===== src/hdl/unused_placeholder_never.sv =====
// Intentionally empty design note file
`timescale 1ns/1ps


===== src/hdl/pte_pkg.sv =====
// Constants, register map and types for the timing pulse and event capture core
package pte_pkg;
    // Clock and timing figures
    localparam int CLK_HZ = 40_000_000;
    localparam int CLK_NS = 1_000_000_000 / CLK_HZ;
    localparam int CYC_PER_US = 1000 / CLK_NS;
    localparam int HALF_NS = CLK_NS / 2;
    localparam int EVT_RES_NS = 320;
    localparam int WIDTH_MIN_US = 10;
    localparam int WIDTH_MAX_US = 500_000;
    localparam logic [12:0] ADV_CYC = 13'h0800;
    localparam logic [8:0] PHASE_HALF = 9'h080;
    localparam logic [8:0] PHASE_FULL = 9'h100;
    localparam logic [8:0] ACC_STEP = 9'(CLK_NS);
    localparam logic [8:0] ACC_WRAP = 9'(EVT_RES_NS);
    // Satellite screening, survey and pulse width defaults
    localparam logic [3:0] MAX_SATS = 4'h8;
    localparam logic [3:0] FIX_SATS = 4'h4;
    localparam logic [15:0] SURVEY_DEF = 16'h07d0;
    localparam logic [7:0] ELEV_DEF = 8'h0a;
    localparam logic [7:0] SNR_DEF = 8'h04;
    localparam logic [7:0] DOP_DEF = 8'h08;
    localparam logic [3:0] MIN_SATS_DEF = 4'h1;
    localparam logic [19:0] WIDTH_DEF = 20'h0_0001;
    // Register byte offsets
    localparam logic [7:0] REG_CTRL = 8'h00;
    localparam logic [7:0] REG_OFFSET = 8'h04;
    localparam logic [7:0] REG_WIDTH = 8'h08;
    localparam logic [7:0] REG_MIN_SATS = 8'h0c;
    localparam logic [7:0] REG_SURVEY_LEN = 8'h10;
    localparam logic [7:0] REG_SURVEY_ALT = 8'h14;
    localparam logic [7:0] REG_MASKS = 8'h18;
    localparam logic [7:0] REG_STATUS = 8'h1c;
    localparam logic [7:0] REG_QERR = 8'h20;
    localparam logic [7:0] REG_EVT_TAG = 8'h24;
    localparam logic [7:0] REG_EVT_CNT = 8'h28;
    // Control bit positions
    localparam int CTRL_PPS_EN = 0;
    localparam int CTRL_POL = 1;
    localparam int CTRL_UTC = 2;
    localparam int CTRL_SURVEY_EN = 3;
    localparam logic [3:0] CTRL_DEF = 4'h9;

    typedef enum logic [1:0] {
        PTE_ACQ = 2'h0,
        PTE_SURVEY = 2'h1,
        PTE_OVERDET = 2'h3
    } pte_mode_t;
endpackage : pte_pkg


===== src/hdl/pte_core.sv =====
// Timing pulse generator, event time tagger and start-up sequencer with APB registers
// How it works
// - Pulse leaves on the clock edge nearest the computed on-time mark.
// - Placement error never exceeds half a clock period.
// - Each pulse's quantization error is reported for host subtraction.
// - Host programs pulse width from 10 us to 500 ms.
// - Host sets pulse enable, polarity, GPS/UTC time base and signed offset.
// - Negative offset moves the pulse earlier than the mark.
// - Pulse withheld while satellites used (usable count capped at eight) fall below the host minimum.
// - Event capture fires only on a rising event input edge.
// - Event tags have 320 ns resolution, uncorrected for cable delay.
// - Each captured event tag is reported to the host.
// - Survey averages a fix count, 2000 default, then enters overdetermined mode.
// - Survey fix count writable through either of two registers.
// - After survey, time-only operation stops periodic navigation output.
// - During survey, data output stops below four conforming satellites.
// - Elevation mask, default ten degrees, screens low satellites.
// - Signal-to-noise mask defaults to four.
// - Dilution mask applies only while surveying or fixing position.
// - At most eight satellites feed the clock solution.
// - Overdetermined mode freezes position, solves clock, keeps pulse.
// - Status messages flow while acquiring satellites.
// - One pulse per second, leading edge on the selected second.
// - Event count increments per event, clears at reset, wraps after 65535.
//
// The placing of the registers and the APB slave port were left to the implementer.
`timescale 1ns/1ps
module pte_core
    import pte_pkg::*;
(
    input wire logic clk_in,
    input wire logic rst_n_in,
    input wire logic psel_in,
    input wire logic penable_in,
    input wire logic pwrite_in,
    input wire logic [7:0] paddr_in,
    input wire logic [31:0] pwdata_in,
    output logic [31:0] prdata_out,
    output logic pready_out,
    output logic pslverr_out,
    input wire logic gps_mark_in,
    input wire logic [7:0] gps_phase_in,
    input wire logic utc_mark_in,
    input wire logic [7:0] utc_phase_in,
    input wire logic fix_in,
    input wire logic [4:0] sats_usable_in,
    input wire logic ephem_ok_in,
    input wire logic event_in,
    output logic pps_out,
    output logic qerr_report_out,
    output logic evt_report_out,
    output logic [7:0] elev_mask_out,
    output logic [7:0] snr_mask_out,
    output logic [7:0] dop_mask_out,
    output logic dop_mask_en_out,
    output logic [3:0] sats_used_out,
    output logic nav_out_en_out,
    output logic pos_update_en_out,
    output logic data_out_en_out,
    output logic status_out_en_out,
    output logic [1:0] mode_out
);
    typedef struct packed {
        pte_mode_t mode;
        logic [3:0] ctrl;
        logic [15:0] off_ns;
        logic [19:0] width_us;
        logic [3:0] min_sats;
        logic [15:0] survey_len;
        logic [7:0] elev;
        logic [7:0] snr;
        logic [7:0] dop;
        logic [15:0] fix_cnt;
        logic [3:0] sats_used;
        logic [12:0] dly_cnt;
        logic dly_run;
        logic [8:0] qerr_hold;
        logic [24:0] wid_cnt;
        logic pps_act;
        logic pps_pin;
        logic [8:0] qerr;
        logic qerr_strobe;
        logic [2:0] evt_sync;
        logic evt_stable;
        logic [8:0] tick_acc;
        logic [21:0] tag_cnt;
        logic [21:0] evt_tag;
        logic [15:0] evt_cnt;
        logic evt_pend;
        logic evt_strobe;
        logic nav_en;
        logic pos_en;
        logic data_en;
        logic dop_en;
        logic status_en;
        logic [31:0] prdata;
        logic pready;
        logic pslverr;
    } pte_state_t;

    pte_state_t s;
    pte_state_t next_s;

    logic mark;
    logic [7:0] phase;
    logic [19:0] w_clamp;
    logic [24:0] width_cyc;
    logic signed [15:0] offs;
    logic [15:0] off_mag;
    logic [15:0] off_cyc;
    logic [12:0] base_dly;
    logic apb_acc;
    logic [31:0] rd_val;
    logic rd_err;

    always_comb begin
        next_s = s;
        next_s.qerr_strobe = 1'b0;
        next_s.evt_strobe = 1'b0;
        // Time base select between GPS and UTC marks
        mark = s.ctrl[CTRL_UTC] ? utc_mark_in : gps_mark_in;
        phase = s.ctrl[CTRL_UTC] ? utc_phase_in : gps_phase_in;
        // Width clamp keeps the pulse inside the legal range
        if (s.width_us < 20'(WIDTH_MIN_US)) begin
            w_clamp = 20'(WIDTH_MIN_US);
        end else if (s.width_us > 20'(WIDTH_MAX_US)) begin
            w_clamp = 20'(WIDTH_MAX_US);
        end else begin
            w_clamp = s.width_us;
        end
        width_cyc = 25'(w_clamp) * 25'(CYC_PER_US);
        // Offset rounded to nearest cycle, magnitude then sign
        offs = signed'(s.off_ns);
        off_mag = offs[15] ? 16'(-offs) : s.off_ns;
        off_cyc = 16'((17'(off_mag) + 17'(HALF_NS)) / 17'(CLK_NS));
        // Marks arrive ADV_CYC early so a negative offset can still advance
        base_dly = ADV_CYC + ((9'(phase) >= PHASE_HALF) ? 13'h0001 : 13'h0000);
        if (offs[15]) begin
            base_dly = base_dly - off_cyc[12:0];
        end else begin
            base_dly = base_dly + off_cyc[12:0];
        end

        // Satellite count capped for the clock solution
        next_s.sats_used = (sats_usable_in > 5'(MAX_SATS)) ? MAX_SATS
                                                          : sats_usable_in[3:0];

        // Start-up sequencer
        unique case (s.mode)
            PTE_ACQ: begin
                if (s.sats_used >= FIX_SATS && ephem_ok_in) begin
                    next_s.mode = PTE_SURVEY;
                    next_s.fix_cnt = 16'h0000;
                end
            end
            PTE_SURVEY: begin
                // With survey disabled the core stays in position fix mode
                if (fix_in && s.sats_used >= FIX_SATS && s.ctrl[CTRL_SURVEY_EN]) begin
                    next_s.fix_cnt = s.fix_cnt + 16'h0001;
                    if (s.fix_cnt + 16'h0001 >= s.survey_len) begin
                        next_s.mode = PTE_OVERDET;
                    end
                end
            end
            PTE_OVERDET: begin
                next_s.mode = PTE_OVERDET;
            end
        endcase
        next_s.nav_en = (next_s.mode != PTE_OVERDET);
        next_s.pos_en = (next_s.mode != PTE_OVERDET);
        next_s.dop_en = (next_s.mode == PTE_SURVEY);
        next_s.status_en = (next_s.mode == PTE_ACQ);
        next_s.data_en = !(next_s.mode == PTE_SURVEY && next_s.sats_used < FIX_SATS);

        // Pulse scheduling, one per mark
        if (mark) begin
            next_s.dly_cnt = base_dly;
            next_s.dly_run = 1'b1;
            if (9'(phase) < PHASE_HALF) begin
                next_s.qerr_hold = 9'(-$signed({1'b0, phase}));
            end else begin
                next_s.qerr_hold = PHASE_FULL - 9'(phase);
            end
        end else if (s.dly_run) begin
            if (s.dly_cnt == 13'h0001) begin
                next_s.dly_run = 1'b0;
                // Second boundary restarts the event tag counter
                next_s.tag_cnt = 22'h00_0000;
                next_s.tick_acc = 9'h000;
                next_s.qerr = s.qerr_hold;
                next_s.qerr_strobe = 1'b1;
                if (s.ctrl[CTRL_PPS_EN] && s.sats_used >= s.min_sats) begin
                    next_s.pps_act = 1'b1;
                    next_s.wid_cnt = width_cyc - 25'h000_0001;
                end
            end else begin
                next_s.dly_cnt = s.dly_cnt - 13'h0001;
            end
        end
        if (s.pps_act) begin
            if (s.wid_cnt == 25'h000_0000) begin
                next_s.pps_act = 1'b0;
            end else begin
                next_s.wid_cnt = s.wid_cnt - 25'h000_0001;
            end
        end
        next_s.pps_pin = next_s.pps_act ^ s.ctrl[CTRL_POL];

        // 320 ns tick from a fractional accumulator at 25 ns steps
        if (!(s.dly_run && s.dly_cnt == 13'h0001) || mark) begin
            if (s.tick_acc + ACC_STEP >= ACC_WRAP) begin
                next_s.tick_acc = s.tick_acc + ACC_STEP - ACC_WRAP;
                next_s.tag_cnt = s.tag_cnt + 22'h00_0001;
            end else begin
                next_s.tick_acc = s.tick_acc + ACC_STEP;
            end
        end

        // Event input: three stages, change accepted once stages two and three agree
        next_s.evt_sync = {s.evt_sync[1:0], event_in};
        if (s.evt_sync[1] == s.evt_sync[2]) begin
            next_s.evt_stable = s.evt_sync[2];
        end
        if (next_s.evt_stable && !s.evt_stable) begin
            next_s.evt_tag = s.tag_cnt;
            next_s.evt_cnt = s.evt_cnt + 16'h0001;
            next_s.evt_strobe = 1'b1;
        end

        // APB: pready one cycle into the access phase, effects at completion
        apb_acc = psel_in && penable_in && s.pready;
        rd_err = 1'b0;
        unique case (paddr_in)
            REG_CTRL: rd_val = {28'h000_0000, s.ctrl};
            REG_OFFSET: rd_val = {16'h0000, s.off_ns};
            REG_WIDTH: rd_val = {12'h000, s.width_us};
            REG_MIN_SATS: rd_val = {28'h000_0000, s.min_sats};
            REG_SURVEY_LEN, REG_SURVEY_ALT: rd_val = {16'h0000, s.survey_len};
            REG_MASKS: rd_val = {8'h00, s.dop, s.snr, s.elev};
            REG_STATUS: rd_val = {7'h00, s.fix_cnt, s.evt_pend, s.sats_used, 2'h0, s.mode};
            REG_QERR: rd_val = {{23{s.qerr[8]}}, s.qerr};
            REG_EVT_TAG: rd_val = {10'h000, s.evt_tag};
            REG_EVT_CNT: rd_val = {16'h0000, s.evt_cnt};
            default: begin
                rd_val = 32'h0000_0000;
                rd_err = 1'b1;
            end
        endcase
        next_s.pready = psel_in && penable_in && !s.pready;
        if (psel_in && penable_in && !s.pready) begin
            next_s.prdata = pwrite_in ? 32'h0000_0000 : rd_val;
            next_s.pslverr = rd_err;
        end else begin
            next_s.pslverr = 1'b0;
        end
        if (apb_acc && pwrite_in) begin
            unique case (paddr_in)
                REG_CTRL: next_s.ctrl = pwdata_in[3:0];
                REG_OFFSET: next_s.off_ns = pwdata_in[15:0];
                REG_WIDTH: next_s.width_us = pwdata_in[19:0];
                REG_MIN_SATS: next_s.min_sats = pwdata_in[3:0];
                REG_SURVEY_LEN, REG_SURVEY_ALT: next_s.survey_len = pwdata_in[15:0];
                REG_MASKS: begin
                    next_s.elev = pwdata_in[7:0];
                    next_s.snr = pwdata_in[15:8];
                    next_s.dop = pwdata_in[23:16];
                end
                default: next_s.ctrl = s.ctrl;
            endcase
        end
        // Pending flag: a new capture beats a clearing read
        if (next_s.evt_strobe) begin
            next_s.evt_pend = 1'b1;
        end else if (apb_acc && !pwrite_in && paddr_in == REG_EVT_CNT) begin
            next_s.evt_pend = 1'b0;
        end
    end

    always_ff @(posedge clk_in or negedge rst_n_in) begin
        if (!rst_n_in) begin
            s <= '0;
            s.mode <= PTE_ACQ;
            s.ctrl <= CTRL_DEF;
            s.width_us <= WIDTH_DEF;
            s.min_sats <= MIN_SATS_DEF;
            s.survey_len <= SURVEY_DEF;
            s.elev <= ELEV_DEF;
            s.snr <= SNR_DEF;
            s.dop <= DOP_DEF;
            s.nav_en <= 1'b1;
            s.pos_en <= 1'b1;
            s.data_en <= 1'b1;
            s.status_en <= 1'b1;
        end else begin
            s <= next_s;
        end
    end

    assign prdata_out = s.prdata;
    assign pready_out = s.pready;
    assign pslverr_out = s.pslverr;
    assign pps_out = s.pps_pin;
    assign qerr_report_out = s.qerr_strobe;
    assign evt_report_out = s.evt_strobe;
    assign elev_mask_out = s.elev;
    assign snr_mask_out = s.snr;
    assign dop_mask_out = s.dop;
    assign dop_mask_en_out = s.dop_en;
    assign sats_used_out = s.sats_used;
    assign nav_out_en_out = s.nav_en;
    assign pos_update_en_out = s.pos_en;
    assign data_out_en_out = s.data_en;
    assign status_out_en_out = s.status_en;
    assign mode_out = s.mode;

    // Width checker counts active cycles of each pulse
    logic [24:0] chk_len;
    always_ff @(posedge clk_in or negedge rst_n_in) begin
        if (!rst_n_in) begin
            chk_len <= 25'h000_0000;
        end else begin
            chk_len <= s.pps_act ? chk_len + 25'h000_0001 : 25'h000_0000;
        end
    end

    a_qerr_bound: assert property (@(posedge clk_in) disable iff (!rst_n_in)
        $signed(s.qerr) <= 9'sd128 && $signed(s.qerr) >= -9'sd128)
        else $error("quantization error beyond half period");
    a_pps_withheld: assert property (@(posedge clk_in) disable iff (!rst_n_in)
        $rose(s.pps_act) |-> $past(s.sats_used) >= $past(s.min_sats) && $past(s.ctrl[CTRL_PPS_EN]))
        else $error("pulse emitted without satellite criterion");
    a_pps_width: assert property (@(posedge clk_in) disable iff (!rst_n_in)
        $fell(s.pps_act) |-> chk_len == width_cyc)
        else $error("pulse width differs from programmed width");
    a_pps_sched: assert property (@(posedge clk_in) disable iff (!rst_n_in)
        $rose(s.pps_act) |-> $past(s.dly_run) && $past(s.dly_cnt) == 13'h0001 && s.qerr_strobe)
        else $error("pulse not on scheduled edge");
    a_evt_rising: assert property (@(posedge clk_in) disable iff (!rst_n_in)
        s.evt_strobe |-> s.evt_stable && !$past(s.evt_stable))
        else $error("event captured without rising edge");
    a_evt_count: assert property (@(posedge clk_in) disable iff (!rst_n_in)
        s.evt_strobe |-> s.evt_cnt == $past(s.evt_cnt) + 16'h0001 && s.evt_pend)
        else $error("event count not advanced");
    a_survey_end: assert property (@(posedge clk_in) disable iff (!rst_n_in)
        $rose(s.mode == PTE_OVERDET) |-> s.fix_cnt >= s.survey_len && !s.nav_en && !s.pos_en)
        else $error("survey ended early or navigation still on");
    a_sats_cap: assert property (@(posedge clk_in) disable iff (!rst_n_in)
        s.sats_used <= MAX_SATS)
        else $error("more than eight satellites used");
    a_data_hold: assert property (@(posedge clk_in) disable iff (!rst_n_in)
        (s.mode == PTE_SURVEY && s.sats_used < FIX_SATS) |-> !s.data_en)
        else $error("data output during survey with too few satellites");
    a_apb_answer: assert property (@(posedge clk_in) disable iff (!rst_n_in)
        (psel_in && penable_in && !s.pready) |=> s.pready)
        else $error("APB answer late");
    a_pps_polarity: assert property (@(posedge clk_in) disable iff (!rst_n_in)
        s.pps_pin == (s.pps_act ^ $past(s.ctrl[CTRL_POL])))
        else $error("pulse pin polarity wrong");
    a_pps_once: assert property (@(posedge clk_in) disable iff (!rst_n_in)
        $rose(s.pps_act) |-> !s.dly_run)
        else $error("pulse delay still running after leading edge");
    a_qerr_once: assert property (@(posedge clk_in) disable iff (!rst_n_in)
        s.qerr_strobe |=> !s.qerr_strobe)
        else $error("quantization report repeated");
    a_nav_stop: assert property (@(posedge clk_in) disable iff (!rst_n_in)
        (s.mode == PTE_OVERDET) |-> !s.nav_en && !s.pos_en)
        else $error("navigation output in overdetermined mode");
    a_status_acq: assert property (@(posedge clk_in) disable iff (!rst_n_in)
        (s.mode == PTE_ACQ) == s.status_en)
        else $error("status output outside acquisition");
    a_dop_window: assert property (@(posedge clk_in) disable iff (!rst_n_in)
        (s.mode == PTE_SURVEY) == s.dop_en)
        else $error("dilution mask enable outside survey");
endmodule : pte_core


===== config.mk =====
export PLATFORM = sky130hd
export DESIGN_NAME = pte_core
export DESIGN_NICKNAME = d
export VERILOG_FILES = /design/src/hdl/unused_placeholder_never.sv /design/src/hdl/pte_pkg.sv /design/src/hdl/pte_core.sv
export SDC_FILE = /design/constraint.sdc
export NUM_CORES = 1
export LEC_CHECK = 0
export BUFFER_PORTS_ARGS = -buffer_cell sky130_fd_sc_hd__clkbuf_2
export CELL_PAD_IN_SITES_DETAIL_PLACEMENT = 1
export CELL_PAD_IN_SITES_GLOBAL_PLACEMENT = 1
export CORE_MARGIN = 4
export CORE_UTILIZATION = 45
export DETAILED_ROUTE_END_ITERATION = 6
export MAX_ROUTING_LAYER = met4
export PLACE_DENSITY = 0.83
export SLEW_MARGIN = 40
export SYNTH_ARGS = -nofsm -noshare
export SYNTH_HDL_FRONTEND = slang
export SYNTH_SLANG_ARGS = --single-unit

===== constraint.sdc =====
create_clock -name clk_in -period 22.9 [get_ports clk_in]
set_input_delay 2.29 -clock clk_in [delete_from_list [all_inputs] [get_ports clk_in]]
set_output_delay 2.29 -clock clk_in [all_outputs]
set_load 0.02 [all_outputs]

==> impl_metrics.csv, run 1 <==
group,metric,value,unit
status,status,"complete, no violations",
cells_and_area,drive_above_1_share,0.191,
timing,relSlewSlack,0.411,
yosys,synth-seq-cells,273,
critical_path,cp-endpoint,"s[170]",
clocking,cts-root-buf,"clkbuf_16",
yosys,netlist_area,0.0194,mm^2
placement,io_buffers,134,
grt,overflow,0,
clocking,post_cts_buffers,0,
critical_path,cp-start-kind,"register",
timing,fmax,0.0721,GHz
clocking,cts_sinks,273,
yosys,synth_top_area_share,0.330,
clocking,numCtsBuffers,30,
timing,final.period_utilization,0.606,
critical_path,cp_slowest_cell,"mux2i_2",
critical_path,r2r_start,"offs[0]",
clocking,htreeDepth,1,
grt,antenna_found_initial,2,
yosys,synth_top_family_by_area,"simple AND/OR/NAND/NOR gates",
flow_run,cap_violations,0,
floorplan,die-area,0.0465,mm^2
clocking,cts_buffer_depth,3,
timing,hold_viol_final,0,
yosys,synthAdderAreaFrac,0.0523,
yosys,synth_xor_area_frac,0.0707,
cells_and_area,stdcell_count,2768,
clocking,cts_tree,"built",
critical_path,worstPathArrival,14.37,ns
grt,grt_pass1_vias,17844,
floorplan,die_w,216,um
critical_path,reg2reg_to,"s[170]",
route,met2_length,29.8,mm
timing,fin_crit,13.88,ns
route,drtIter0Drc,1263,
route,vias_per_cell,6.11,
yosys,yosys-top-cells-count,"256 x dfrtp_1, 239 x nand2_1, 174 x nor2_1",
route,wl_met3,3.17,mm
yosys,syn_inst,2130,
yosys,syn_nets,2279,
timing,setup_violations,0,
pwr,powerDensity,60.6,mW/mm^2
yosys,synth_simple_gate_area_frac,0.203,
grt,grt_pass1_wl,98.8,mm
route,wl_per_cell,22.2,um
timing,fin_setup_tns,0,ns
route,top_layer,"met4",
yosys,ys_types,121,
grt,grt_max_degree,75,
clocking,clock_latency,0.60,ns
yosys,synth-compound-area-share,0.190,
critical_path,reg2reg_depth,44,
cells_and_area,nNetsFinal,2314,
yosys,seq_area_frac_synth,0.353,
yosys,synth_top_cell_by_area,"dfrtp_1",
grt,grt_usage,0.265,
critical_path,setup.worst_path.end_class,"register",
route,ant_nets,0,
route,via_count,16915,
timing,rsz0062_at_grt,"no",
yosys,yosysMostFrequentCell,"dfrtp_1",
placement,gp_congestion,0.911,
yosys,yosys_warnings,0,
floorplan,core-area,0.0423,mm^2
timing,worstMarginPinSlew,0.882,ns
critical_path,crit_start,"offs[0]",
pwr,leakagePower,9.78,nW
yosys,synth_edf_count,0,
floorplan,num_rows,75,
route,routed_wl,61.4,mm
yosys,muxShareOfSynthArea,0.0753,
cells_and_area,area_growth,9.55,%
route,drc,0,
timing,fin_skew,0.0199,ns
yosys,synthArstFlopShare,1.00,
critical_path,required,23.40,ns
placement,dpl.hpwl,45.3,mm
cells_and_area,seq_area,0.00685,mm^2
clocking,cts-hold-fix-buffers,0,
critical_path,path_max_fanout,16,
timing,slew_violations,0,
critical_path,max_stage_delay,0.56,ns
floorplan,start_util,0.459,
pwr,ir_drop,0.0739,mV
route,met1_length,26.8,mm
cells_and_area,multiInputGateArea,0.0116,mm^2
critical_path,r2r_setup_slack,9.02,ns
cells_and_area,n_fill_cell,4913,
placement,placed_cells,2710,
floorplan,die_h,216,um
clocking,clkTransAtPathRegs,0.06,ns
min_path,min_from,"next_s[112]",
route,first_pass_iters,6,
critical_path,crit_type,"register to register",
yosys,syn_avg_cell_area,9.11,um^2
floorplan,ios,143,
yosys,synth_area_leaders,"dfrtp_1 33%, mux2_2 6.1%, ha_1 5.0%, nand2_1 4.6%, xnor2_1 4.2%",
min_path,hold_class,"register to register",
yosys,ys.flop_type,"dfrtp_1",
clocking,cts_resized,0,
-- power by group --
part	total, W	leakage, nW	internal [W]	switching [W]
clock network	0.000495	0.492	0.000278	0.000217
registers	0.000552	3.57	0.000516	0.0000364
logic	0.000242	5.72	0.0000981	0.000144
total	0.00129	9.78	0.000892	0.000397
-- layout make-up --
class / count / share of cell area
inverter: 62 / 0.0109
multi-input combinational: 1646 / 0.544
tap: 577 / 0.0340
clock buffer: 45 / 0.0413
antenna: 2 / 0.000235
sequential: 273 / 0.322
clock inverter: 11 / 0.00547
timing repair buffer: 152 / 0.0419
-- cell families (layout without fill, tap and decap cells) --
family                     after synthesis  count (layout)
other                                    1               3
adders and majority gates               81              81
xor gates and xnor gates               155             155
muxes                                  130             130
AOI/OAI and AO/OA                      490             490
DFF                                    273             273
buffers and inverters                  211             270
and+or+nand+nor                        789             789
-- stage by stage --
step	power (W)	setup WS [ns]	instance area, um^2	utilization	hold slack, ns
after global placement	0.000774	9.19	20100	0.475	0.337
final	0.00129	9.02	21300	0.502	0.360
after detailed placement	0.000796	9.16	20200	0.478	0.341
after global routing	0.00135	7.98	21300	0.502	0.379
after floorplan	0.000720	11.28	19400	-	0.331
after CTS	0.00130	8.99	21200	0.502	0.362
-- registers in the layout (all words and copies together), names as in the netlist --
signal	flops
dop_mask_out	8
elev_mask_out	8
sats_used_out	4
prdata_out	26
pos_update_en_out	1
status_out_en_out	1
dop_mask_en_out	1
pps_out	1
mode_out	2
offs	16
data_out_en_out	1
evt_report_out	1
pready_out	1
pslverr_out	1
snr_mask_out	8
qerr_report_out	1
next_s	2
s	190
-- worst min path at each step --
stage                        endpoint  slack [ns]  cells after the start
final                     next_s[113]        0.36                      0
after global routing      next_s[113]        0.38                      0
after CTS                 next_s[113]        0.36                      0
after detailed placement  next_s[113]        0.34                      0
after global placement    next_s[113]        0.34                      0
after floorplan           next_s[113]        0.33                      0
-- routing by layer --
layer  GRT usage  vias up
li1            -     7758
met1       0.345     8602
met2       0.439      449
met3      0.0367      106
met4      0.0683        0
met5           -        -
-- cells in the final DEF, fill, tap and decap left out, drive strengths merged, types with 26 or more instances in the layout --
cell type,synthesis,final
dfrtp,256,256
nand2,240,240
clkbuf,68,178
nor2,175,175
mux2,109,109
a21oi,104,104
o21ai,96,96
xnor2,93,93
ha,77,77
inv,61,64
xor2,62,62
nand3,60,60
nor3,60,60
or3,37,37
and2,36,36
nand2b,34,34
a222oi,29,29
a22o,27,27
and3,26,26
-- critical path, delay by kind of cell, from the launching register on --
kind                     cells  cell delay [ns]
multiplexers                 3             1.31
AO/OA/AOI/OAI               16             5.57
AND/OR/NAND/NOR             14             3.67
adder cells (fa/ha/maj)      4             1.10
XOR/XNOR                     3             1.00
buffers and inverters        4             0.52
flip-flops                   1             0.55
Note: power is estimated with default switching activity, not from simulation.
==> run 2, diff against run 1 <==
clock period = 13.3 ns   (was 22.9 ns; I/O delays follow)
==> run 2 against run 1 <==
  * Utilization grew 0.35 points
  * Critical path depth rose by 1
  * Cell area is 0.70% higher
  * Sequential share of layout area decreased by 0.22 points
  * Power increased by 74%
  * Global-route usage shrank 0.37 points
  * Clock power rose by 77%
  * Final cell count rose by 0.36%
  * Count of clock-buffer cells in the layout fell by 4
  * Via count up 0.19%
  * Maximum frequency up 10%
  * Highest routed layer unchanged
==> impl_metrics.csv, run 2 (synthesized netlist as in run 1, its figures left out) <==
group,metric,value,unit
cells_and_area,largest_reg_flops,190,
clocking,clkTransAtPathRegs,0.06,ns
cells_and_area,n_fill_cell,4896,
clocking,htreeDepth,1,
floorplan,ios,143,
cells_and_area,final_common_cell,"dfrtp_1",
pwr,powerDensity,105,mW/mm^2
critical_path,worstPathArrival,13.08,ns
cells_and_area,seq_area,0.00685,mm^2
clocking,cts_tree,"built",
critical_path,path_max_fanout,10,
route,via_count,16947,
placement,io_buffers,134,
timing,relSlewSlack,0.422,
route,drtIter0Drc,1480,
timing,fin_setup_tns,0,ns
pwr,pwr-share-clk,0.392,
critical_path,r2r_start,"offs[1]",
status,status,"complete, no violations",
cells_and_area,multiInputGateArea,0.0116,mm^2
clocking,cts_sinks,273,
route,wl_per_cell,21.9,um
timing,fin_crit,12.58,ns
timing,worstMarginPinSlew,0.868,ns
floorplan,die_h,216,um
placement,gp_congestion,0.922,
timing,fin_skew,0.0450,ns
pwr,ir_drop,0.114,mV
min_path,min_from,"next_s[112]",
critical_path,cp_slowest_cell,"a2111oi_4",
floorplan,start_util,0.459,
cells_and_area,nNetsFinal,2326,
placement,dpl.hpwl,45.3,mm
pwr,power_frac_seq,0.424,
timing,fmax,0.0795,GHz
pwr,p_int,0.00157,W
grt,grt_pass1_wl,98.0,mm
critical_path,reg2reg_depth,45,
critical_path,crit_start,"offs[1]",
cells_and_area,largest-register,"s",
critical_path,crit_type,"register to register",
grt,grt_pass1_vias,17750,
route,drc,0,
timing,slew_violations,0,
min_path,holdPathStages,0,
timing,rsz0062_at_grt,"no",
cells_and_area,drive_above_1_share,0.198,
route,first_pass_iters,7,
floorplan,num_rows,75,
cells_and_area,area_growth,10.3,%
pwr,leakagePower,9.88,nW
clocking,numCtsBuffers,30,
timing,final.period_utilization,0.946,
clocking,cts-root-buf,"clkbuf_16",
route,ant_nets,0,
route,routed_wl,60.9,mm
critical_path,setup.worst_path.end_class,"register",
critical_path,required,13.80,ns
cells_and_area,antennaDiodeCount,0,
route,vias_per_cell,6.10,
timing,hold_viol_final,0,
grt,overflow,0,
clocking,cts_buffer_depth,3,
min_path,hold_class,"register to register",
floorplan,core-area,0.0423,mm^2
clocking,post_cts_buffers,0,
grt,antenna_found_initial,0,
critical_path,max_stage_delay,0.57,ns
pwr,switching_share,0.299,
critical_path,cp-start-kind,"register",
timing,fin_hold_ws,0.349,ns
floorplan,die-area,0.0465,mm^2
cells_and_area,mostFrequentLayoutCells,"256 x dfrtp_1, 237 x nand2_1, 169 x nor2_1",
grt,grt_usage,0.261,
grt,grt_max_degree,88,
pwr,combPwrFrac,0.185,
clocking,clock_latency,0.60,ns
flow_run,cap_violations,0,
timing,setup_violations,0,
pwr,p_sw,0.000670,W
floorplan,die_w,216,um
-- run 2: cell count changes in the layout (fill, tap and decap cells not counted), moves of 2 or more --
cell | before | now
inv_6 | 3 | 0
buf_4 | 12 | 24
clkbuf_1 | 8 | 5
bufinv_16 | 1 | 3
inv_8 | 0 | 2
diode_2 | 2 | 0
-- run 2: layout make-up --
type                       instances  area share
timing repair buffer             164      0.0459
sequential                       273       0.320
clock buffer                      41      0.0398
multi-input combinational       1646       0.541
tap                              577      0.0337
clock inverter                    15     0.00906
inverter                          62      0.0109
-- run 2: per-stage QoR --
step | utilization | power (W) | instances | setup WS [ns] | area, um^2
2_1_floorplan | - | 0.00124 | 2130 | 1.68 | 19400
3_3_place_gp | 0.477 | 0.00134 | 2718 | 0.841 | 20200
3_5_place_dp | 0.480 | 0.00137 | 2722 | 0.493 | 20300
4_1_cts | 0.505 | 0.00225 | 2778 | 0.400 | 21400
5_1_grt | 0.506 | 0.00235 | 2778 | 0.0528 | 21400
6_report | 0.506 | 0.00224 | 2778 | 0.722 | 21400
-- run 2: what timing repair did --
item	CTS	global route
endpoints found under the setup margin	0	10
resized for setup	0	6
hold buffers	0	0
-- run 2: worst max-delay path: cells and delay by family, from the launching register on --
kind,cells,cell delay (ns)
XOR/XNOR,3,0.56
flip-flops,1,0.54
AO/OA/AOI/OAI,14,4.19
adder cells (fa/ha/maj),4,1.10
buffers and inverters,5,0.65
AND/OR/NAND/NOR,14,3.85
multiplexers,5,1.59
-- run 2: final timing paths --
check	endpoint	slack (ns)
max	s[170]	0.72
max reg2reg	s[170]	0.72
max in group asynchronous	s[246]	11.27
min in group asynchronous	snr_mask_out[7]	0.75
min reg2reg	next_s[113]	0.35
min	next_s[113]	0.35
-- run 2: routing by layer --
layer | global-route usage | vias up | share of wire
met1 | 0.338 | 8550 | 0.43
li1 | - | 7788 | -
met2 | 0.435 | 509 | 0.49
met3 | 0.0399 | 100 | 0.056
met4 | 0.0640 | 0 | 0.025
met5 | - | - | 0
-- run 2: power by group through the flow --
stage	Clock, W	Combinational (W)	Sequential, W
after global routing	0.000926	0.000467	0.000956
after global placement	0	0.000379	0.000956
after floorplan	0	0.000295	0.000944
after detailed placement	0	0.000409	0.000960
after CTS	0.000887	0.000417	0.000946
final	0.000877	0.000413	0.000948
==> run 3, diff against run 2 <==
CTS_BUF_LIST = sky130_fd_sc_hd__clkbuf_8   (was unset)
==> run 3 against run 2 <==
  * Count of clock-buffer cells in the layout grew 18
  * Non-clock buffer count is the same
  * Clock power shrank 0.5%
  * Combinational power grew 2%
  * First-iteration DRC count shrank 9.5%
  * Wire length grew 1.3%
  * Maximum frequency is essentially flat
  * Setup slack gained 0.0051 ns
  * Flip-flop and latch count is the same
  * Die area is the same
  * Critical path depth is the same
  * Critical path type unchanged
  * Largest power group unchanged
  * Utilization grew 0.074 points
==> impl_metrics.csv, run 3 (synthesized netlist as in run 1, its figures left out) <==
group,metric,value,unit
status,status,"complete, no violations",
floorplan,start_util,0.459,
timing,hold_viol_final,0,
critical_path,required,13.78,ns
cells_and_area,n_fill_cell,4928,
cells_and_area,nNetsFinal,2343,
clocking,cts_sinks,273,
critical_path,r2r_start,"offs[1]",
critical_path,cp-start-kind,"register",
route,via_count,17126,
grt,grt-busiest-layer,"met2",
cells_and_area,largest-register,"s",
timing,fin_setup_tns,0,ns
min_path,hold_class,"register to register",
min_path,holdPathStages,0,
critical_path,reg2reg_to,"s[170]",
floorplan,die_h,216,um
route,drc,0,
critical_path,cp_slowest_cell,"a2111oi_4",
critical_path,crit_type,"register to register",
route,routed_wl,61.7,mm
timing,fin_crit,12.57,ns
clocking,cts_buffer_depth,3,
critical_path,setup.worst_path.end_class,"register",
grt,grt_max_degree,88,
cells_and_area,area_growth,10.5,%
grt,grt_pass1_vias,18019,
critical_path,worstPathArrival,13.06,ns
pwr,leakagePower,9.97,nW
clocking,htreeDepth,2,
timing,slew_violations,0,
timing,worstMarginPinSlew,0.906,ns
floorplan,die_w,216,um
cells_and_area,largest_reg_flops,190,
route,first_pass_iters,5,
grt,overflow,0,
clocking,cts-root-buf,"clkbuf_8",
min_path,hold_end,"next_s[113]",
cells_and_area,mostFrequentLayoutCells,"256 x dfrtp_1, 237 x nand2_1, 169 x nor2_1",
cells_and_area,drive_above_1_share,0.204,
cells_and_area,final_common_cell,"dfrtp_1",
grt,use_met3,0.0473,
grt,met1_usage,0.339,
critical_path,path_max_fanout,10,
floorplan,ios,143,
timing,setup_violations,0,
cells_and_area,antennaDiodeCount,0,
placement,dpl.hpwl,45.3,mm
timing,fmax,0.0795,GHz
timing,rsz0062_at_grt,"no",
timing,relSlewSlack,0.396,
clocking,numCtsBuffers,47,
grt,antenna_found_initial,0,
pwr,powerDensity,105,mW/mm^2
clocking,clock_latency,0.61,ns
floorplan,core-area,0.0423,mm^2
route,vias_per_cell,6.10,
floorplan,die-area,0.0465,mm^2
timing,fin_skew,0.0311,ns
grt,grt_use_met2,0.436,
grt,grt_usage,0.265,
clocking,clkTransAtPathRegs,0.06,ns
placement,io_buffers,134,
route,drtIter0Drc,1340,
route,ant_nets,0,
clocking,cts_tree,"built",
floorplan,num_rows,75,
critical_path,reg2reg_depth,45,
cells_and_area,post-route-util,0.507,
grt,grt_pass1_wl,99.0,mm
pwr,ir_drop,0.154,mV
route,wl_per_cell,22.0,um
flow_run,cap_violations,0,
timing,final.period_utilization,0.945,
critical_path,max_stage_delay,0.57,ns
min_path,min_from,"next_s[112]",
placement,gp_congestion,0.922,
critical_path,r2r_setup_slack,0.73,ns
-- run 3: how the worst max path moves through the flow --
stage,slack (ns),cells after the start,from,to
final,0.73,45,offs[1],s[170]
after global routing,0.05,48,offs[1],s[169]
after CTS,0.40,45,offs[1],s[169]
after detailed placement,0.49,45,offs[1],s[170]
after global placement,0.84,45,offs[1],s[170]
after floorplan,1.68,48,offs[15],s[170]
-- run 3: report_power, final --
group,total (W),leakage [nW],switching [W],internal [W]
Combinational,0.000420,5.80,0.000250,0.000169
Sequential,0.000949,3.57,0.0000612,0.000888
Clock,0.000873,0.604,0.000373,0.000500
Total,0.00224,9.97,0.000685,0.00156
-- run 3: per-stage QoR --
stage / power [W] / hold WS [ns] / worst slack (ns) / instance area, um^2 / std cells
floorplan: 0.00124 / 0.331 / 1.68 / 19400 / 2130
global placement: 0.00134 / 0.336 / 0.841 / 20200 / 2718
detailed placement: 0.00137 / 0.339 / 0.493 / 20300 / 2722
CTS: 0.00226 / 0.367 / 0.399 / 21400 / 2809
global route: 0.00236 / 0.382 / 0.0516 / 21400 / 2809
finish: 0.00224 / 0.366 / 0.727 / 21400 / 2809
-- run 3: repair_timing --
action / 4_1_cts / 5_1_grt
setup endpoints to repair: 0 / 10
setup buffers: 0 / 0
resized for setup: 0 / 6
hold buffers: 0 / 0
-- run 3: final cells by class --
class                   count  area [um^2]  area share
clock buffers              59          812      0.0379
inverters                  62          233      0.0109
clock inverters            28          265      0.0124
multi-input cells        1646        11600       0.540
well taps                 577          722      0.0337
repair buffers            164          983      0.0459
flip-flops and latches    273         6850       0.320
-- run 3: worst max-delay path, delay by kind of cell, from the launching register on --
kind                       cells  cell delay (ns)
AOI/OAI and AO/OA             14             4.22
xor gates and xnor gates       3             0.56
adders and majority gates      4             1.09
buffers and inverters          5             0.63
DFF                            1             0.52
muxes                          5             1.59
and+or+nand+nor               14             3.85
-- run 3: metal layers --
metal / vias up / part of all wire
li1: 7828 / -
met1: 8651 / 0.43
met2: 530 / 0.48
met3: 117 / 0.061
met4: 0 / 0.026
met5: - / 0
